===== src/uwk_defines.vh =====
// Register offsets, field positions, reset values and codes for the wake controller.
// Assumes inclusion by the wake control module and the testbench.
`ifndef UWK_DEFINES_VH
`define UWK_DEFINES_VH
// ==================================================
// Register byte offsets (APB, one word each)
`define UWK_HARDWARE_CONFIG_REG_OFS 12'h000
`define UWK_IRQ_STS_OFS 12'h004
`define UWK_POWER_CONTROL_REG_OFS 12'h008
`define UWK_PIN_CFG_A_OFS 12'h00C
`define UWK_PIN_CFG_B_OFS 12'h010
`define UWK_PIN_WAKE_OFS 12'h014
`define UWK_WAKE_CAUSE_OFS 12'h018
`define UWK_WAKE_CTRL_STATUS_REG_ONE_OFS 12'h01C
`define UWK_STATE_OFS 12'h020
// ==================================================
// Hardware configuration fields
`define UWK_HW_DETACH_EN_BIT 0
`define UWK_HW_DETACH_RET_BIT 1
// Interrupt status fields: pin bits 11:0, phy flag 12
`define UWK_IRQ_PHY_BIT 12
// Power control fields
`define UWK_PMT_WUPS0_BIT 0
`define UWK_PMT_WUPS1_BIT 1
`define UWK_PMT_PHY_WAKE_EN_BIT 2
`define UWK_PMT_LAN_WAKE_EN_BIT 3
`define UWK_PMT_SUSP_LO 4
`define UWK_PMT_SUSP_HI 5
`define UWK_PMT_PME_MODE_BIT 6
`define UWK_PMT_SUSP_PIN_BIT 7
// Pin wake register: enables 11:0, polarity 27:16
`define UWK_PIN_POL_LO 16
// Control/status register one fields
`define UWK_WU_EXACT_BIT 0
`define UWK_WU_BCAST_BIT 1
`define UWK_WU_GOOD_BIT 2
`define UWK_WU_EEE_RX_BIT 3
`define UWK_WU_EEE_TX_BIT 4
// Wake cause bits 11:0 pins, then these
`define UWK_WC_PHY_BIT 12
`define UWK_WC_MAGIC_BIT 13
`define UWK_WC_FRAME_BIT 14
`define UWK_WC_BCAST_BIT 15
`define UWK_WC_EXACT_BIT 16
`define UWK_WC_SYN_BIT 17
`define UWK_WC_EEE_RX_BIT 18
`define UWK_WC_EEE_TX_BIT 19
`define UWK_WC_GOOD_BIT 20
`define UWK_WC_RESUME_BIT 21
// Suspend level codes
`define UWK_SUSP_SHALLOW 2'h0
`define UWK_SUSP_DEEP 2'h2
`define UWK_SUSP_ALWAYS_ON 2'h3
`define UWK_SUSP_RESET 2'h2
// Power states
`define UWK_ST_UNPOWERED 3'h0
`define UWK_ST_UNCONF 3'h1
`define UWK_ST_CONF 3'h2
`define UWK_ST_SUSPEND 3'h3
`define UWK_ST_DETACHED 3'h4
`define UWK_ST_PLL_UP 3'h5
`endif


===== src/uwk_wake_ctrl.v =====
// Power-state and wake-event control for a USB to Ethernet bridge.
// Assumes wake detectors and USB controller events on I_CLK; pins arrive async.
//
// Implementation choices: the register addresses and the APB slave port.
`timescale 1ns/1ps
`include "uwk_defines.vh"

module uwk_wake_ctrl #(
  parameter NPIN = 12,
  parameter PLL_LOCK_CYCLES = 16
) (
  input wire I_CLK,
  input wire I_SRST,
  input wire I_PSEL,
  input wire I_PENABLE,
  input wire I_PWRITE,
  input wire [11:0] I_PADDR,
  input wire [31:0] I_PWDATA,
  output reg [31:0] O_PRDATA,
  output reg O_PREADY,
  output reg O_PSLVERR,
  input wire [NPIN-1:0] I_GPIO,
  input wire I_BUS_POWER_SENSE,
  input wire I_USB_RESET,
  input wire I_USB_SUSPEND,
  input wire I_USB_RESUME,
  input wire I_USB_SET_CONFIG,
  input wire I_USB_CLR_CONFIG,
  input wire I_REMOTE_WAKE_FEATURE,
  input wire I_USB_HS_FS,
  input wire I_PHY_IRQ,
  input wire I_LINK_UP,
  input wire I_MAC_WAKE,
  input wire I_MAGIC_PKT,
  input wire I_WAKE_FRAME,
  input wire I_BCAST_FRAME,
  input wire I_EXACT_FRAME,
  input wire I_TCP_SYN,
  input wire I_EEE_RX_WAKE,
  input wire I_EEE_TX_WAKE,
  input wire I_GOOD_FRAME,
  output reg O_USB_ATTACH,
  output reg O_PLL_EN,
  output reg O_AFE_EN,
  output reg O_REMOTE_WAKE,
  output reg O_SUSPEND_N,
  output reg O_PHY_IRQ_EP,
  output reg O_PME
);

  // ==================================================
  // Sources and permission helpers
  localparam NSRC = 10;
  // Source index: 0 phy,1 magic,2 frame,3 bcast,4 exact,5 syn,6 eeerx,7 eeetx,8 good,9 pin
  function [NSRC-1:0] permit;
    input [2:0] st;
    input [1:0] lvl;
    input pme;
    begin
      permit = {NSRC{1'b0}};
      if (st == `UWK_ST_DETACHED) begin
        permit = 10'h201;
      end else if (st == `UWK_ST_SUSPEND) begin
        if (pme) begin
          permit = 10'h21F;
        end else if (lvl == `UWK_SUSP_ALWAYS_ON) begin
          permit = 10'h3FF;
        end else if (lvl == `UWK_SUSP_DEEP) begin
          permit = 10'h200;
        end else begin
          permit = 10'h2FF;
        end
      end
    end
  endfunction

  function hit;
    input [11:0] a;
    input [11:0] ofs;
    begin
      hit = (a[11:2] == ofs[11:2]);
    end
  endfunction

  // ==================================================
  // Pin and bus-power synchronisers
  reg [NPIN-1:0] pin_s1_q;
  reg [NPIN-1:0] pin_s2_q;
  reg vb_s1_q;
  reg vb_s2_q;
  always @(posedge I_CLK) begin
    pin_s1_q <= I_GPIO;
    pin_s2_q <= pin_s1_q;
    vb_s1_q <= I_BUS_POWER_SENSE;
    vb_s2_q <= vb_s1_q;
  end

  // ==================================================
  // Registers
  reg detach_en_q;
  reg detach_ret_q;
  reg [NPIN:0] irq_q;
  reg wups0_q;
  reg wups1_q;
  reg phy_wake_en_q;
  reg lan_wake_en_q;
  reg [1:0] susp_lvl_q;
  reg pme_mode_q;
  reg susp_pin_q;
  reg [NPIN-1:0] pin_en_a_q;
  reg [NPIN-1:0] pin_en_b_q;
  reg [NPIN-1:0] pin_wake_en_q;
  reg [NPIN-1:0] pin_pol_q;
  reg [21:0] cause_q;
  reg [4:0] wucsr_q;
  reg [2:0] state_q;
  reg [7:0] lock_cnt_q;

  wire wr = I_PSEL & I_PENABLE & I_PWRITE & O_PREADY;
  wire wr_hw = wr & hit(I_PADDR, `UWK_HARDWARE_CONFIG_REG_OFS);
  wire wr_irq = wr & hit(I_PADDR, `UWK_IRQ_STS_OFS);
  wire wr_pmt = wr & hit(I_PADDR, `UWK_POWER_CONTROL_REG_OFS);
  wire wr_wc = wr & hit(I_PADDR, `UWK_WAKE_CAUSE_OFS);

  // Pin wake: synced level vs polarity, gated by the wake enable and either config enable
  wire [NPIN-1:0] pin_act = ~(pin_s2_q ^ pin_pol_q) & pin_wake_en_q
                            & (pin_en_a_q | pin_en_b_q);
  wire pin_any = |pin_act;

  // Per-source live events; bcast, exact, EEE and good sources have their enable bits folded in
  wire [NSRC-1:0] src = {pin_any,
                         I_GOOD_FRAME & wucsr_q[`UWK_WU_GOOD_BIT],
                         I_EEE_TX_WAKE & wucsr_q[`UWK_WU_EEE_TX_BIT],
                         I_EEE_RX_WAKE & wucsr_q[`UWK_WU_EEE_RX_BIT],
                         I_TCP_SYN,
                         I_EXACT_FRAME & wucsr_q[`UWK_WU_EXACT_BIT],
                         I_BCAST_FRAME & wucsr_q[`UWK_WU_BCAST_BIT],
                         I_WAKE_FRAME,
                         I_MAGIC_PKT,
                         I_PHY_IRQ};
  wire [NSRC-1:0] ok = permit(state_q, susp_lvl_q, pme_mode_q);
  // Status ANDed with enable and state permission; pins are their own status
  wire wake_req = (wups0_q & phy_wake_en_q & ok[0])
                | (wups1_q & lan_wake_en_q & |ok[8:1])
                | (pin_any & ok[9]);
  wire detach_link_wake = (state_q == `UWK_ST_DETACHED) & I_LINK_UP;
  wire host_resume = I_USB_RESUME & (state_q == `UWK_ST_SUSPEND);

  // ==================================================
  // Power state machine
  reg configured_q;
  always @(posedge I_CLK) begin
    if (I_SRST || I_USB_RESET) begin
      state_q <= `UWK_ST_UNPOWERED;
      configured_q <= 1'b0;
      lock_cnt_q <= 8'h00;
      O_REMOTE_WAKE <= 1'b0;
    end else begin
      O_REMOTE_WAKE <= 1'b0;
      case (state_q)
        `UWK_ST_UNPOWERED: begin
          if (vb_s2_q) begin
            state_q <= `UWK_ST_UNCONF;
          end
        end
        `UWK_ST_UNCONF, `UWK_ST_CONF: begin
          if (I_USB_SET_CONFIG) begin
            configured_q <= 1'b1;
            state_q <= `UWK_ST_CONF;
          end else if (I_USB_CLR_CONFIG) begin
            configured_q <= 1'b0;
            state_q <= `UWK_ST_UNCONF;
          end else if (detach_en_q) begin
            state_q <= `UWK_ST_DETACHED;
          end else if (I_USB_SUSPEND) begin
            state_q <= `UWK_ST_SUSPEND;
          end
        end
        `UWK_ST_SUSPEND: begin
          if (host_resume || wake_req) begin
            state_q <= configured_q ? `UWK_ST_CONF : `UWK_ST_UNCONF;
            // Only with the host feature granted in HS/FS
            O_REMOTE_WAKE <= wake_req & I_REMOTE_WAKE_FEATURE & I_USB_HS_FS;
          end
        end
        `UWK_ST_DETACHED: begin
          if (detach_link_wake || wake_req) begin
            state_q <= `UWK_ST_PLL_UP;
            lock_cnt_q <= 8'h00;
          end
        end
        `UWK_ST_PLL_UP: begin
          // Attach only after PLLs have settled
          if (lock_cnt_q == PLL_LOCK_CYCLES[7:0]) begin
            state_q <= `UWK_ST_UNCONF;
            configured_q <= 1'b0;
          end else begin
            lock_cnt_q <= lock_cnt_q + 8'h01;
          end
        end
        default: state_q <= `UWK_ST_UNPOWERED;
      endcase
    end
  end

  // ==================================================
  // Pin-level outputs
  always @(posedge I_CLK) begin
    if (I_SRST) begin
      O_USB_ATTACH <= 1'b0;
      O_PLL_EN <= 1'b0;
      O_AFE_EN <= 1'b0;
      O_SUSPEND_N <= 1'b1;
      O_PHY_IRQ_EP <= 1'b0;
      O_PME <= 1'b0;
    end else begin
      // Detached keeps only crystal-side logic alive
      O_USB_ATTACH <= (state_q == `UWK_ST_UNCONF) | (state_q == `UWK_ST_CONF)
                      | (state_q == `UWK_ST_SUSPEND);
      O_PLL_EN <= (state_q == `UWK_ST_UNCONF) | (state_q == `UWK_ST_CONF)
                  | (state_q == `UWK_ST_PLL_UP)
                  | ((state_q == `UWK_ST_SUSPEND) & (susp_lvl_q == `UWK_SUSP_ALWAYS_ON));
      O_AFE_EN <= (state_q == `UWK_ST_UNCONF) | (state_q == `UWK_ST_CONF)
                  | (state_q == `UWK_ST_PLL_UP);
      O_SUSPEND_N <= ~((state_q == `UWK_ST_SUSPEND) & ~(wake_req & susp_pin_q));
      O_PHY_IRQ_EP <= irq_q[NPIN];
      O_PME <= pme_mode_q & wake_req;
    end
  end

  // ==================================================
  // Register file; hardware sets win over software clears
  always @(posedge I_CLK) begin
    if (I_SRST) begin
      detach_en_q <= 1'b0;
      detach_ret_q <= 1'b0;
      irq_q <= {(NPIN+1){1'b0}};
      wups0_q <= 1'b0;
      wups1_q <= 1'b0;
      phy_wake_en_q <= 1'b0;
      lan_wake_en_q <= 1'b0;
      susp_lvl_q <= `UWK_SUSP_RESET;
      pme_mode_q <= 1'b0;
      susp_pin_q <= 1'b0;
      pin_en_a_q <= {NPIN{1'b0}};
      pin_en_b_q <= {NPIN{1'b0}};
      pin_wake_en_q <= {NPIN{1'b0}};
      pin_pol_q <= {NPIN{1'b0}};
      cause_q <= 22'h000000;
      wucsr_q <= 5'h00;
    end else begin
      if (wr_hw) begin
        detach_en_q <= I_PWDATA[`UWK_HW_DETACH_EN_BIT];
        if (I_PWDATA[`UWK_HW_DETACH_RET_BIT]) begin
          detach_ret_q <= 1'b0;
        end
      end
      if (state_q == `UWK_ST_DETACHED) begin
        detach_en_q <= 1'b0;
      end
      if (state_q == `UWK_ST_PLL_UP) begin
        detach_ret_q <= 1'b1;
      end
      // Write-one-to-clear, then sets on top
      irq_q <= (irq_q & ~({(NPIN+1){wr_irq}} & I_PWDATA[NPIN:0]))
               | {I_PHY_IRQ, pin_act};
      if (wr_pmt) begin
        phy_wake_en_q <= I_PWDATA[`UWK_PMT_PHY_WAKE_EN_BIT];
        lan_wake_en_q <= I_PWDATA[`UWK_PMT_LAN_WAKE_EN_BIT];
        pme_mode_q <= I_PWDATA[`UWK_PMT_PME_MODE_BIT];
        susp_pin_q <= I_PWDATA[`UWK_PMT_SUSP_PIN_BIT];
        // Unconfigured may only use the deep level
        susp_lvl_q <= configured_q ? I_PWDATA[`UWK_PMT_SUSP_HI:`UWK_PMT_SUSP_LO]
                                   : `UWK_SUSP_DEEP;
      end else if (!configured_q) begin
        susp_lvl_q <= `UWK_SUSP_DEEP;
      end
      // Status stays set while its internal source is still high
      wups0_q <= (wups0_q & ~(wr_pmt & I_PWDATA[`UWK_PMT_WUPS0_BIT])) | src[0];
      // Only frames permitted here, and I_MAC_WAKE, may latch, else one permit would wake on any frame
      wups1_q <= (wups1_q & ~(wr_pmt & I_PWDATA[`UWK_PMT_WUPS1_BIT]))
                 | I_MAC_WAKE | (|(src[8:1] & ok[8:1]));
      if (wr & hit(I_PADDR, `UWK_PIN_CFG_A_OFS)) begin
        pin_en_a_q <= I_PWDATA[NPIN-1:0];
      end
      if (wr & hit(I_PADDR, `UWK_PIN_CFG_B_OFS)) begin
        pin_en_b_q <= I_PWDATA[NPIN-1:0];
      end
      if (wr & hit(I_PADDR, `UWK_PIN_WAKE_OFS)) begin
        pin_wake_en_q <= I_PWDATA[NPIN-1:0];
        pin_pol_q <= I_PWDATA[`UWK_PIN_POL_LO+NPIN-1:`UWK_PIN_POL_LO];
      end
      if (wr & hit(I_PADDR, `UWK_WAKE_CTRL_STATUS_REG_ONE_OFS)) begin
        wucsr_q <= I_PWDATA[4:0];
      end
      // Capture at event time: frame events are pulses, gone by the wake edge
      cause_q <= (cause_q & ~({22{wr_wc}} & I_PWDATA[21:0]))
                 | {host_resume, src[8:1] & ok[8:1] & {8{lan_wake_en_q}},
                    src[0] & ok[0] & phy_wake_en_q,
                    pin_act & {NPIN{ok[9]}}};
    end
  end

  // ==================================================
  // APB slave: one wait state, unmapped reads zero with error
  reg [31:0] rd_d;
  reg err_d;
  always @* begin
    rd_d = 32'h00000000;
    err_d = 1'b0;
    if (hit(I_PADDR, `UWK_HARDWARE_CONFIG_REG_OFS)) begin
      rd_d[`UWK_HW_DETACH_EN_BIT] = detach_en_q;
      rd_d[`UWK_HW_DETACH_RET_BIT] = detach_ret_q;
    end else if (hit(I_PADDR, `UWK_IRQ_STS_OFS)) begin
      rd_d[NPIN:0] = irq_q;
    end else if (hit(I_PADDR, `UWK_POWER_CONTROL_REG_OFS)) begin
      rd_d[`UWK_PMT_WUPS0_BIT] = wups0_q;
      rd_d[`UWK_PMT_WUPS1_BIT] = wups1_q;
      rd_d[`UWK_PMT_PHY_WAKE_EN_BIT] = phy_wake_en_q;
      rd_d[`UWK_PMT_LAN_WAKE_EN_BIT] = lan_wake_en_q;
      rd_d[`UWK_PMT_SUSP_HI:`UWK_PMT_SUSP_LO] = susp_lvl_q;
      rd_d[`UWK_PMT_PME_MODE_BIT] = pme_mode_q;
      rd_d[`UWK_PMT_SUSP_PIN_BIT] = susp_pin_q;
    end else if (hit(I_PADDR, `UWK_PIN_CFG_A_OFS)) begin
      rd_d[NPIN-1:0] = pin_en_a_q;
    end else if (hit(I_PADDR, `UWK_PIN_CFG_B_OFS)) begin
      rd_d[NPIN-1:0] = pin_en_b_q;
    end else if (hit(I_PADDR, `UWK_PIN_WAKE_OFS)) begin
      rd_d[NPIN-1:0] = pin_wake_en_q;
      rd_d[`UWK_PIN_POL_LO+NPIN-1:`UWK_PIN_POL_LO] = pin_pol_q;
    end else if (hit(I_PADDR, `UWK_WAKE_CAUSE_OFS)) begin
      rd_d[21:0] = cause_q;
    end else if (hit(I_PADDR, `UWK_WAKE_CTRL_STATUS_REG_ONE_OFS)) begin
      rd_d[4:0] = wucsr_q;
    end else if (hit(I_PADDR, `UWK_STATE_OFS)) begin
      rd_d[2:0] = state_q;
    end else begin
      err_d = 1'b1;
    end
  end

  always @(posedge I_CLK) begin
    if (I_SRST) begin
      O_PRDATA <= 32'h00000000;
      O_PREADY <= 1'b0;
      O_PSLVERR <= 1'b0;
    end else begin
      // Ready one cycle into access phase, lowered after
      O_PREADY <= I_PSEL & I_PENABLE & ~O_PREADY;
      O_PSLVERR <= I_PSEL & I_PENABLE & ~O_PREADY & err_d;
      O_PRDATA <= (I_PSEL & I_PENABLE & ~O_PREADY & ~I_PWRITE) ? rd_d : 32'h00000000;
    end
  end

endmodule


===== config.mk =====
export PLATFORM = sky130hd
export DESIGN_NAME = uwk_wake_ctrl
export DESIGN_NICKNAME = d
export VERILOG_FILES = /design/src/uwk_wake_ctrl.v
export VERILOG_INCLUDE_DIRS = /design/src /design/src/src
export SDC_FILE = /design/constraint.sdc
export NUM_CORES = 1
export LEC_CHECK = 0
export ABC_AREA = 1
export BUFFER_PORTS_ARGS = -buffer_cell sky130_fd_sc_hd__buf_2
export CORE_MARGIN = 2
export CORE_UTILIZATION = 28
export DETAILED_ROUTE_END_ITERATION = 7
export SKIP_LAST_GASP = 1
export SYNTH_ARGS = -nofsm -noshare
export SYNTH_HDL_FRONTEND = slang
export SYNTH_SLANG_ARGS = --single-unit

===== constraint.sdc =====
create_clock -name I_CLK -period 1.57 [get_ports I_CLK]
set_clock_uncertainty 0.15 [all_clocks]
set_input_delay 0.314 -clock I_CLK [delete_from_list [all_inputs] [get_ports I_CLK]]
set_output_delay 0.314 -clock I_CLK [all_outputs]
set_load 0.03 [all_outputs]

== Word level (Yosys, flattened, before mapping) ==
Index checks and enable logic that the tools add are counted.
Operators by class
  reductions and logical operators: 24
  bitwise operators: 73
  muxes and demuxes: 60
  add/sub/neg operators: 1
  equality and inequality tests: 24
Operator list (count)
  $mux W17: 7
  $and A22 B22 Y22: 2
  $eq A10 B3 Y1 const B: 4
  $and A1 B1 Y1: 38
  $and A12 B12 Y12: 3
  $mux W12: 3
  $mux W16: 2
  $mux W8: 4
  $reduce_or A8 Y1: 4
  $mux W3: 10
  $and A13 B13 Y13: 2
  $not A22 Y22: 1
  $or A22 B22 Y22: 1
  $eq A10 B2 Y1 const B: 2
  $mux W10: 2
  $mux W20: 1
  $mux W9: 2
  $and A8 B8 Y8: 2
  $pmux W8 S2: 1
  $mux W1: 15
  $pmux W3 S5: 1
  $mux W13: 1
  $not A13 Y13: 1
  $or A13 B13 Y13: 1
  other kinds (32): 72
Storage, ports and cells
  flip-flop bits (word level): 177
  logic and storage cells: 220

== Longest topological paths before layout ==
Gate-level depths: netlist of run 1.
  word-level depth: 14
  depth in mapped cells: 14

== Least setup slack after synthesis of run 1 ==
Ideal clock, no wire load.
  path type: register -> register
  start: register O_PREADY
  end: register cause_q[12]
  library setup time: 0.132 ns
  required time: 1.288 ns
  cell stages (with the launch flop): 7
  arrival time: 1.588 ns
  setup slack: -0.300 ns
  cells stage by stage: dfxtp_1 > inv_1 > nor3_2 > nand4_1 > clkbuf_1 > o21ai_0 > a21oi_1
On the way
  word-level cells in the longest chain between the ends: 6
RTL lines
  start: declaration: RTL line uwk_wake_ctrl.v:20  | output reg O_PREADY,
  start signal: assignment: RTL line uwk_wake_ctrl.v:349  | O_PREADY <= I_PSEL & I_PENABLE & ~O_PREADY;
  $and A1 B1 Y1: RTL line uwk_wake_ctrl.v:119  | wire wr = I_PSEL & I_PENABLE & I_PWRITE & O_PREADY;
  $and A1 B1 Y1: RTL line uwk_wake_ctrl.v:123  | wire wr_wc = wr & hit(I_PADDR, `UWK_WAKE_CAUSE_OFS);
  $and A22 B22 Y22: RTL line uwk_wake_ctrl.v:297  | cause_q <= (cause_q & ~({22{wr_wc}} & I_PWDATA[21:0]))
  $not A22 Y22: RTL line uwk_wake_ctrl.v:297
  $and A22 B22 Y22: RTL line uwk_wake_ctrl.v:297
  $or A22 B22 Y22: RTL line uwk_wake_ctrl.v:298  | | {host_resume, src[8:1] & ok[8:1] & {8{lan_wake_en_q}},
  end signal: assignment: RTL line uwk_wake_ctrl.v:297
  end: declaration: RTL line uwk_wake_ctrl.v:114  | reg [21:0] cause_q;
Every way passes these cells.
A chain may end at the register's enable or synchronous reset.

== Worst setup path in the final report of run 1 ==
  start: register pin_en_b_q[2]
  end: register lock_cnt_q[2]
On the way
  word-level cells in the longest chain between the ends: 8
RTL lines
  start: declaration: RTL line uwk_wake_ctrl.v:111  | reg [NPIN-1:0] pin_en_b_q;
  start signal: assignment: RTL line uwk_wake_ctrl.v:246  | pin_en_b_q <= {NPIN{1'b0}};
  start signal: assignment: RTL line uwk_wake_ctrl.v:287  | pin_en_b_q <= I_PWDATA[NPIN-1:0];
  $or A12 B12 Y12: RTL line uwk_wake_ctrl.v:127  | & (pin_en_a_q | pin_en_b_q);
  $and A12 B12 Y12: RTL line uwk_wake_ctrl.v:127
  $reduce_or A12 Y1: RTL line uwk_wake_ctrl.v:128  | wire pin_any = |pin_act;
  $and A1 B1 Y1: RTL line uwk_wake_ctrl.v:145  | | (pin_any & ok[9]);
  $or A1 B1 Y1: RTL line uwk_wake_ctrl.v:145
  $logic_or A1 B1 Y1: RTL line uwk_wake_ctrl.v:187  | if (detach_link_wake || wake_req) begin
  $ne A2 B2 Y1 (no source line)
  $reduce_and A3 Y1 (no source line)
  end signal: assignment: RTL line uwk_wake_ctrl.v:198  | lock_cnt_q <= lock_cnt_q + 8'h01;
  end: declaration: RTL line uwk_wake_ctrl.v:117  | reg [7:0] lock_cnt_q;
Every way passes these cells.

==> results of run 1 <==
[through the flow]
stage	instances	setup WS [ns]	TNS, ns	hold slack, ns	instance area [um2]
2_1_floorplan	959	-0.06616	-2.477	0.1596	7491
3_3_place_gp	1542	-0.4473	-40.57	0.1606	9683
6_report	1654	-0.1757	-10.44	-0.003266	12570
5_1_grt	1654	-0.2627	-18.80	0.02033	12570
4_1_cts	1633	-0.1560	-8.320	0.002926	11520
3_5_place_dp	1542	-0.4431	-44.69	0.1621	9683
[kinds of logic (layout without fill, tap and decap cells)]
group                    after synthesis  in the layout  share of synthesized area, %
AND/OR/NAND/NOR                      365            366                         23.81
AO/OA/AOI/OAI                        251            251                         18.53
flip-flops                           173            173                         47.75
buffers and inverters                160            524                         9.039
XOR/XNOR                               4              4                        0.4831
adder cells (fa/ha/maj)                2              2                        0.3450
other                                  1              4                       0.05170
[metal layers]
metal	track usage, %	vias to the layer above	part of all wire (%)
li1	-	3906	-
met1	26.48	3751	43
met2	32.27	339	47
met3	3.993	74	7.0
met4	8.142	0	3.6
met5	0	-	0
[final timing paths]
| check | from | end | slack, ns | cells past startpoint |
|---|---|---|---|---|
| max | pin_en_b_q[2]$_SDFFE_PP0P_ | lock_cnt_q[2]$_SDFFE_PP0P_ | -0.18 | 11 |
| min | I_PWDATA[9] | pin_wake_en_q[9]$_SDFFE_PP0P_ | -0.003 | 3 |
| max reg2reg | pin_en_b_q[2]$_SDFFE_PP0P_ | lock_cnt_q[2]$_SDFFE_PP0P_ | -0.18 | 11 |
| min reg2reg | pin_s1_q[0]$_DFF_P_ | pin_s2_q[0]$_DFF_P_ | 0.18 | 0 |
[worst register-to-register path, stage by stage (launching register included)]
cell and delay [ns]:
dfxtp_1 0.31, nor2_1 0.14, nor2_1 0.09, nand2_2 0.08, nand2_2 0.08, nor2_4 0.13
nand3_4 0.11, nand2_4 0.10, nand3_4 0.15, buf_6 0.17, nand4_1 0.07, a21oi_2 0.06
[placed cells by master (no fill, tap or decap), types with 20 or more instances in the layout]
cell type,Yosys,final
o21ai_2,0,45
nor2_4,6,28
o21ai_4,0,24
dlygate4sd3_1,0,26
buf_4,10,177
nand2_1,162,109
dfxtp_2,0,27
nand3_1,59,41
buf_6,0,34
nor2_1,71,34
nor2_2,5,20
a21oi_2,0,49
a21oi_1,126,77
inv_1,109,94
nand2_2,5,47
dfxtp_1,173,144
buf_2,10,109
nand4_1,21,21
[flip-flops by register name, summed over array words and instances (netlist names), 2 cells and up]
signal	flops
pin_s1_q	12
O_PRDATA	28
pin_pol_q	12
pin_s2_q	12
wucsr_q	5
pin_wake_en_q	12
lock_cnt_q	8
cause_q	22
irq_q	13
pin_en_a_q	12
pin_en_b_q	12
susp_lvl_q	2
state_q	3
[what timing repair did]
item / CTS / global route
pin swaps: 51 / 82
gates resized for setup: 164 / 254
hold buffers: 26 / 0
endpoints found under the setup margin: 121 / 142
gates cloned: 11 / 2
setup buffers: 26 / 26
hold endpoints to repair: 26 / 0
[power breakdown]
part	internal [mW]	switching, mW	leakage (nW)
Clock	2.30	2.11	0.302
Combinational	0.366	0.503	3.38
Sequential	4.45	0.0347	1.42
Total	7.11	2.65	5.10
[layout make-up]
class                      count  area, um2  share of cell area (%)
sequential                   173       3505                   27.87
multi-input combinational    627       4486                   35.67
clock inverter                15      188.9                   1.502
tap                          330      412.9                   3.284
clock buffer                  17      425.4                   3.383
inverter                     122      501.7                   3.990
timing repair buffer         370       3055                   24.30
==> impl_metrics.yaml, run 1 <==
status:
  status: "finished, violations left"
  violations: "hold timing, setup timing"
timing:
  final_hold_viol_count: 1
  post-route-period-util_pct: 111.2
  tightestPinTransition_ns: 0.9589
  max_freq_mhz: 572.8
  period_minus_slack_ns: 1.746
  final_max_slew_viol_count: 0
  setup_ws_ns: -0.1757
  setup_violations: 115
  rsz0062_at_grt: "true"
  worst_hold_slack_ns: -0.003266
  max_slew_margin_pct: 36.07
yosys:
  yosysMostFrequentCell: "dfxtp_1"
  yosysWarningCount: 0
  seq_area_frac_synth_pct: 47.75
  ys.flop_type: "dfxtp_1"
  synthCells: 956
  synth.area.top_cells: "dfxtp_1 (48%), a21oi_1 (8.7%), nand2_1 (8.4%)"
  syn_area_mm2: 0.007253
  ys_async_sr_fraction_pct: 0
  yosys.area.top_type_share_pct: 47.75
  ys_seq_elements: 173
  avgSynthCellArea_um2: 7.587
  synthTopCellsByCount: "dfxtp_1 (173), nand2_1 (162), a21oi_1 (126), inv_1 (109), o21ai_0 (89)"
  synth_largest_area_cell: "dfxtp_1"
  ys_types: 41
  synth_edf_count: 0
place:
  io_buffers: 110
  hpwl_um: 18250
  gp_congestion: 0.9223
floorplan:
  pin_count: 121
  coreArea_mm2: 0.02533
  initial_core_util_pct: 28.64
  die_h_um: 165.0
  die_w_um: 165.0
  dieArea_mm2: 0.02721
  rows: 58
cells_and_area:
  layout.nets: 1393
  num-fill-cells: 2295
  drive_gt1_share_pct: 53.40
  num_antenna_cells: 0
  post-route-util_pct: 49.65
  area_growth_pct: 73.37
power_and_ir_drop:
  p_total_mw: 9.762
  p_leak_nw: 5.102
  pwr_density_cell_mw_per_mm2: 776.3
  vdd_drop_max_v: 0.0006668
setup_path:
  critPathTopFamily: "simple AND/OR/NAND/NOR gates"
  crit_path_max_fanout: 7
  start_kind: "flop"
  worstPathRequired_ns: 1.76
  cp_slowest_cell: "dfxtp_1"
  worst-path-buf-inv: 1
  setup.worst_path.end_class: "flop"
  critical_path_class: "flop to flop"
  path_cells: "nor2_1 -> nor2_1 -> nand2_2 -> nand2_2 -> nor2_4 -> nand3_4 -> nand2_4 -> nand3_4 -> buf_6 -> nand4_1 -> a21oi_2"
  slowest_delay_ns: 0.31
  crit_arrival_ns: 1.93
clock_network:
  cts_max_level: 4
  cts_buffer_depth: 2
  clk_pin_slew_worst_paths_ns: 0.08
  cts_tree: "done"
  ctsRootBufferMaster: "clkbuf_16"
  clock_sinks: 173
  clkLatencyLatePin_ns: 0.45
  numCtsBuffers: 17
grt:
  grt-ovfl-total: 0
  grt_use_total_pct: 20.11
  grt_max_degree: 60
  grt_pass1_vias: 7828
  antenna_found_initial: 0
  grt_pass1_wl_um: 41630
hold_path:
  hp-class: "input pin to flop"
routing:
  dr_total_vias: 8070
  drc: 0
  drt_wl_total_um: 28460
  vias_per_cell: 4.879
  final_antenna_net_count: 0
  firstDrtPassIters: 5
  wl_per_cell_um: 17.20
  drtIter0Drc: 594
run:
  maxCapViolCount: 0
Note: power is estimated with default switching activity, not from simulation.
==> inputs of run 2 (changes only) <==
--- a/config.mk
+++ b/config.mk
@@ -11,6 +11,7 @@
 export CORE_MARGIN = 2
 export CORE_UTILIZATION = 28
 export DETAILED_ROUTE_END_ITERATION = 7
+export MAX_ROUTING_LAYER = met4
 export SKIP_LAST_GASP = 1
 export SYNTH_ARGS = -nofsm -noshare
 export SYNTH_HDL_FRONTEND = slang
==> run 2 against run 1 <==
Compared with the run above: the run ends with setup timing left; worst setup slack got worse by 0.033 ns; global-route usage rose by 0.81 points; non-clock buffer count fell by 9; highest routed layer unchanged; total power fell by 0.13%; critical path type unchanged; critical endpoint is now lock_cnt_q[4]$_SDFFE_PP0P_.
==> impl_metrics.yaml, run 2 (same netlist as run 1, synthesis figures left out) <==
cells_and_area:
  largest_register_ffs: 28
  final_cell_mix: "buf_4 (176), dfxtp_1 (141), buf_2 (109), nand2_1 (106), inv_1 (94)"
  register_area_mm2: 0.003508
  regMostFlops: "O_PRDATA"
  top_regs: "O_PRDATA (28), cause_q (22), irq_q (13)"
  drive_gt1_share_pct: 54.52
  num-fill-cells: 2279
  layout_commonest_cell: "buf_4"
  multi_input_area_mm2: 0.004486
  area_growth_pct: 71.92
  fin_area_mm2: 0.01247
  layout.nets: 1384
  num_antenna_cells: 0
  post-route-util_pct: 49.23
routing:
  vias_per_cell: 4.840
  drc: 0
  wl_per_cell_um: 16.91
  final_antenna_net_count: 0
  firstDrtPassIters: 5
  drtIter0Drc: 557
  dr_total_vias: 7961
  drt_wl_total_um: 27810
timing:
  post-route-period-util_pct: 113.3
  setup_violations: 111
  final_max_slew_viol_count: 0
  max_freq_mhz: 562.1
  tightestPinTransition_ns: 1.197
  final_hold_viol_count: 0
  worst_hold_slack_ns: 0.02239
  period_minus_slack_ns: 1.779
  max_slew_margin_pct: 20.21
  rsz0062_at_grt: "true"
  setup_ws_ns: -0.2089
power_and_ir_drop:
  switching_share_pct: 27.12
  p_total_mw: 9.749
  pwr_density_cell_mw_per_mm2: 781.8
  vdd_drop_max_v: 0.0007361
  seqPwrFrac_pct: 46.0
  power_frac_clock_pct: 45.4
  internal-power_mw: 7.105
  power_switching_mw: 2.644
  p_leak_nw: 5.087
  combPwrFrac_pct: 8.6
floorplan:
  initial_core_util_pct: 28.64
  coreArea_mm2: 0.02533
  die_w_um: 165.0
  dieArea_mm2: 0.02721
  rows: 58
  pin_count: 121
  die_h_um: 165.0
setup_path:
  crit_arrival_ns: 1.96
  critical_path_class: "flop to flop"
  start_kind: "flop"
  setup.worst_path.end_class: "flop"
  r2r_slack_ns: -0.21
  crit_path_max_fanout: 7
  worstPathRequired_ns: 1.75
clock_network:
  cts_tree: "done"
  cts_max_level: 4
  numCtsBuffers: 17
  clk_pin_slew_worst_paths_ns: 0.08
  ctsRootBufferMaster: "clkbuf_16"
  clock_sinks: 173
  cts_buffer_depth: 2
  clkLatencyLatePin_ns: 0.44
place:
  post_dp_cell_area_mm2: 0.009676
  io_buffers: 110
  hpwl_um: 18240
  pre_cts_ws_ns: -0.4470
  gp_congestion: 0.9737
grt:
  grt-ovfl-total: 0
  grt_pass1_vias: 7634
  grt_max_degree: 60
  antenna_found_initial: 0
  grt_pass1_wl_um: 41680
  grt_use_total_pct: 20.92
run:
  maxCapViolCount: 0
status:
  status: "finished, violations left"
  violations: "setup timing"
hold_path:
  hp-class: "input pin to flop"
[run 2: cell count changes in the layout (fill, tap and decap cells not counted), moves of 6 or more]
cell,delta
o21ai_2,+12
o21ai_4,-7
a21oi_1,-7
a21oi_2,+6
nor2_2,+6
buf_6,-10
inv_6,-6
[run 2: final timing paths]
check	start	to	cells past startpoint
worst min register to register	vb_s1_q$_DFF_P_	vb_s2_q$_DFF_P_	0
worst min-delay path	I_PWDATA[11]	pin_wake_en_q[11]$_SDFFE_PP0P_	3
worst max register to register	pin_en_b_q[3]$_SDFFE_PP0P_	lock_cnt_q[4]$_SDFFE_PP0P_	11
worst max-delay path	pin_en_b_q[3]$_SDFFE_PP0P_	lock_cnt_q[4]$_SDFFE_PP0P_	11
[run 2: repair_timing]
item	in CTS	in global routing
hold buffers	27	0
setup endpoints to repair	119	139
buffers inserted	21	14
endpoints found under the hold margin	26	0
resized for setup	208	226
pin swaps	53	80
gates cloned	13	1
[run 2: per-stage QoR]
step	cells	setup TNS [ns]
floorplan	959	-2.477
global placement	1546	-38.33
detailed placement	1546	-41.83
CTS	1637	-7.707
global route	1645	-16.19
finish	1645	-7.519
[run 2: metal layers]
metal,GRT usage [%],part of all wire (%),up-vias
met5,-,0,-
met4,6.008,2.5,0
met3,3.164,6.0,35
met2,32.50,47,277
met1,28.30,45,3775
li1,-,-,3874
[run 2: cell type report]
type	instances	share of cell area, %
multi-input cells	627	35.97
flip-flops and latches	173	28.14
clock inverters	15	1.555
inverters	122	3.893
clock buffers	17	3.412
well taps	330	3.311
repair buffers	361	23.72
[run 2: power by group through the flow]
stage / registers (mW) / clock network [mW] / logic, mW
after floorplan: 4.60 / 0 / 0.297
after global placement: 4.58 / 0 / 0.648
after detailed placement: 4.58 / 0 / 0.650
after CTS: 4.48 / 4.49 / 0.760
after global routing: 4.49 / 4.66 / 0.907
final: 4.48 / 4.42 / 0.840
[run 2: critical path, stage by stage, from the launching register on]
cell and delay [ns]:
dfxtp_1 0.33, nor2_2 0.14, nor2_2 0.07, nand2_2 0.09
nand2_2 0.07, nor2_4 0.11, nand3_4 0.13, nand2_4 0.11
nand3_4 0.16, buf_4 0.18, nand3_1 0.06, a21oi_1 0.07
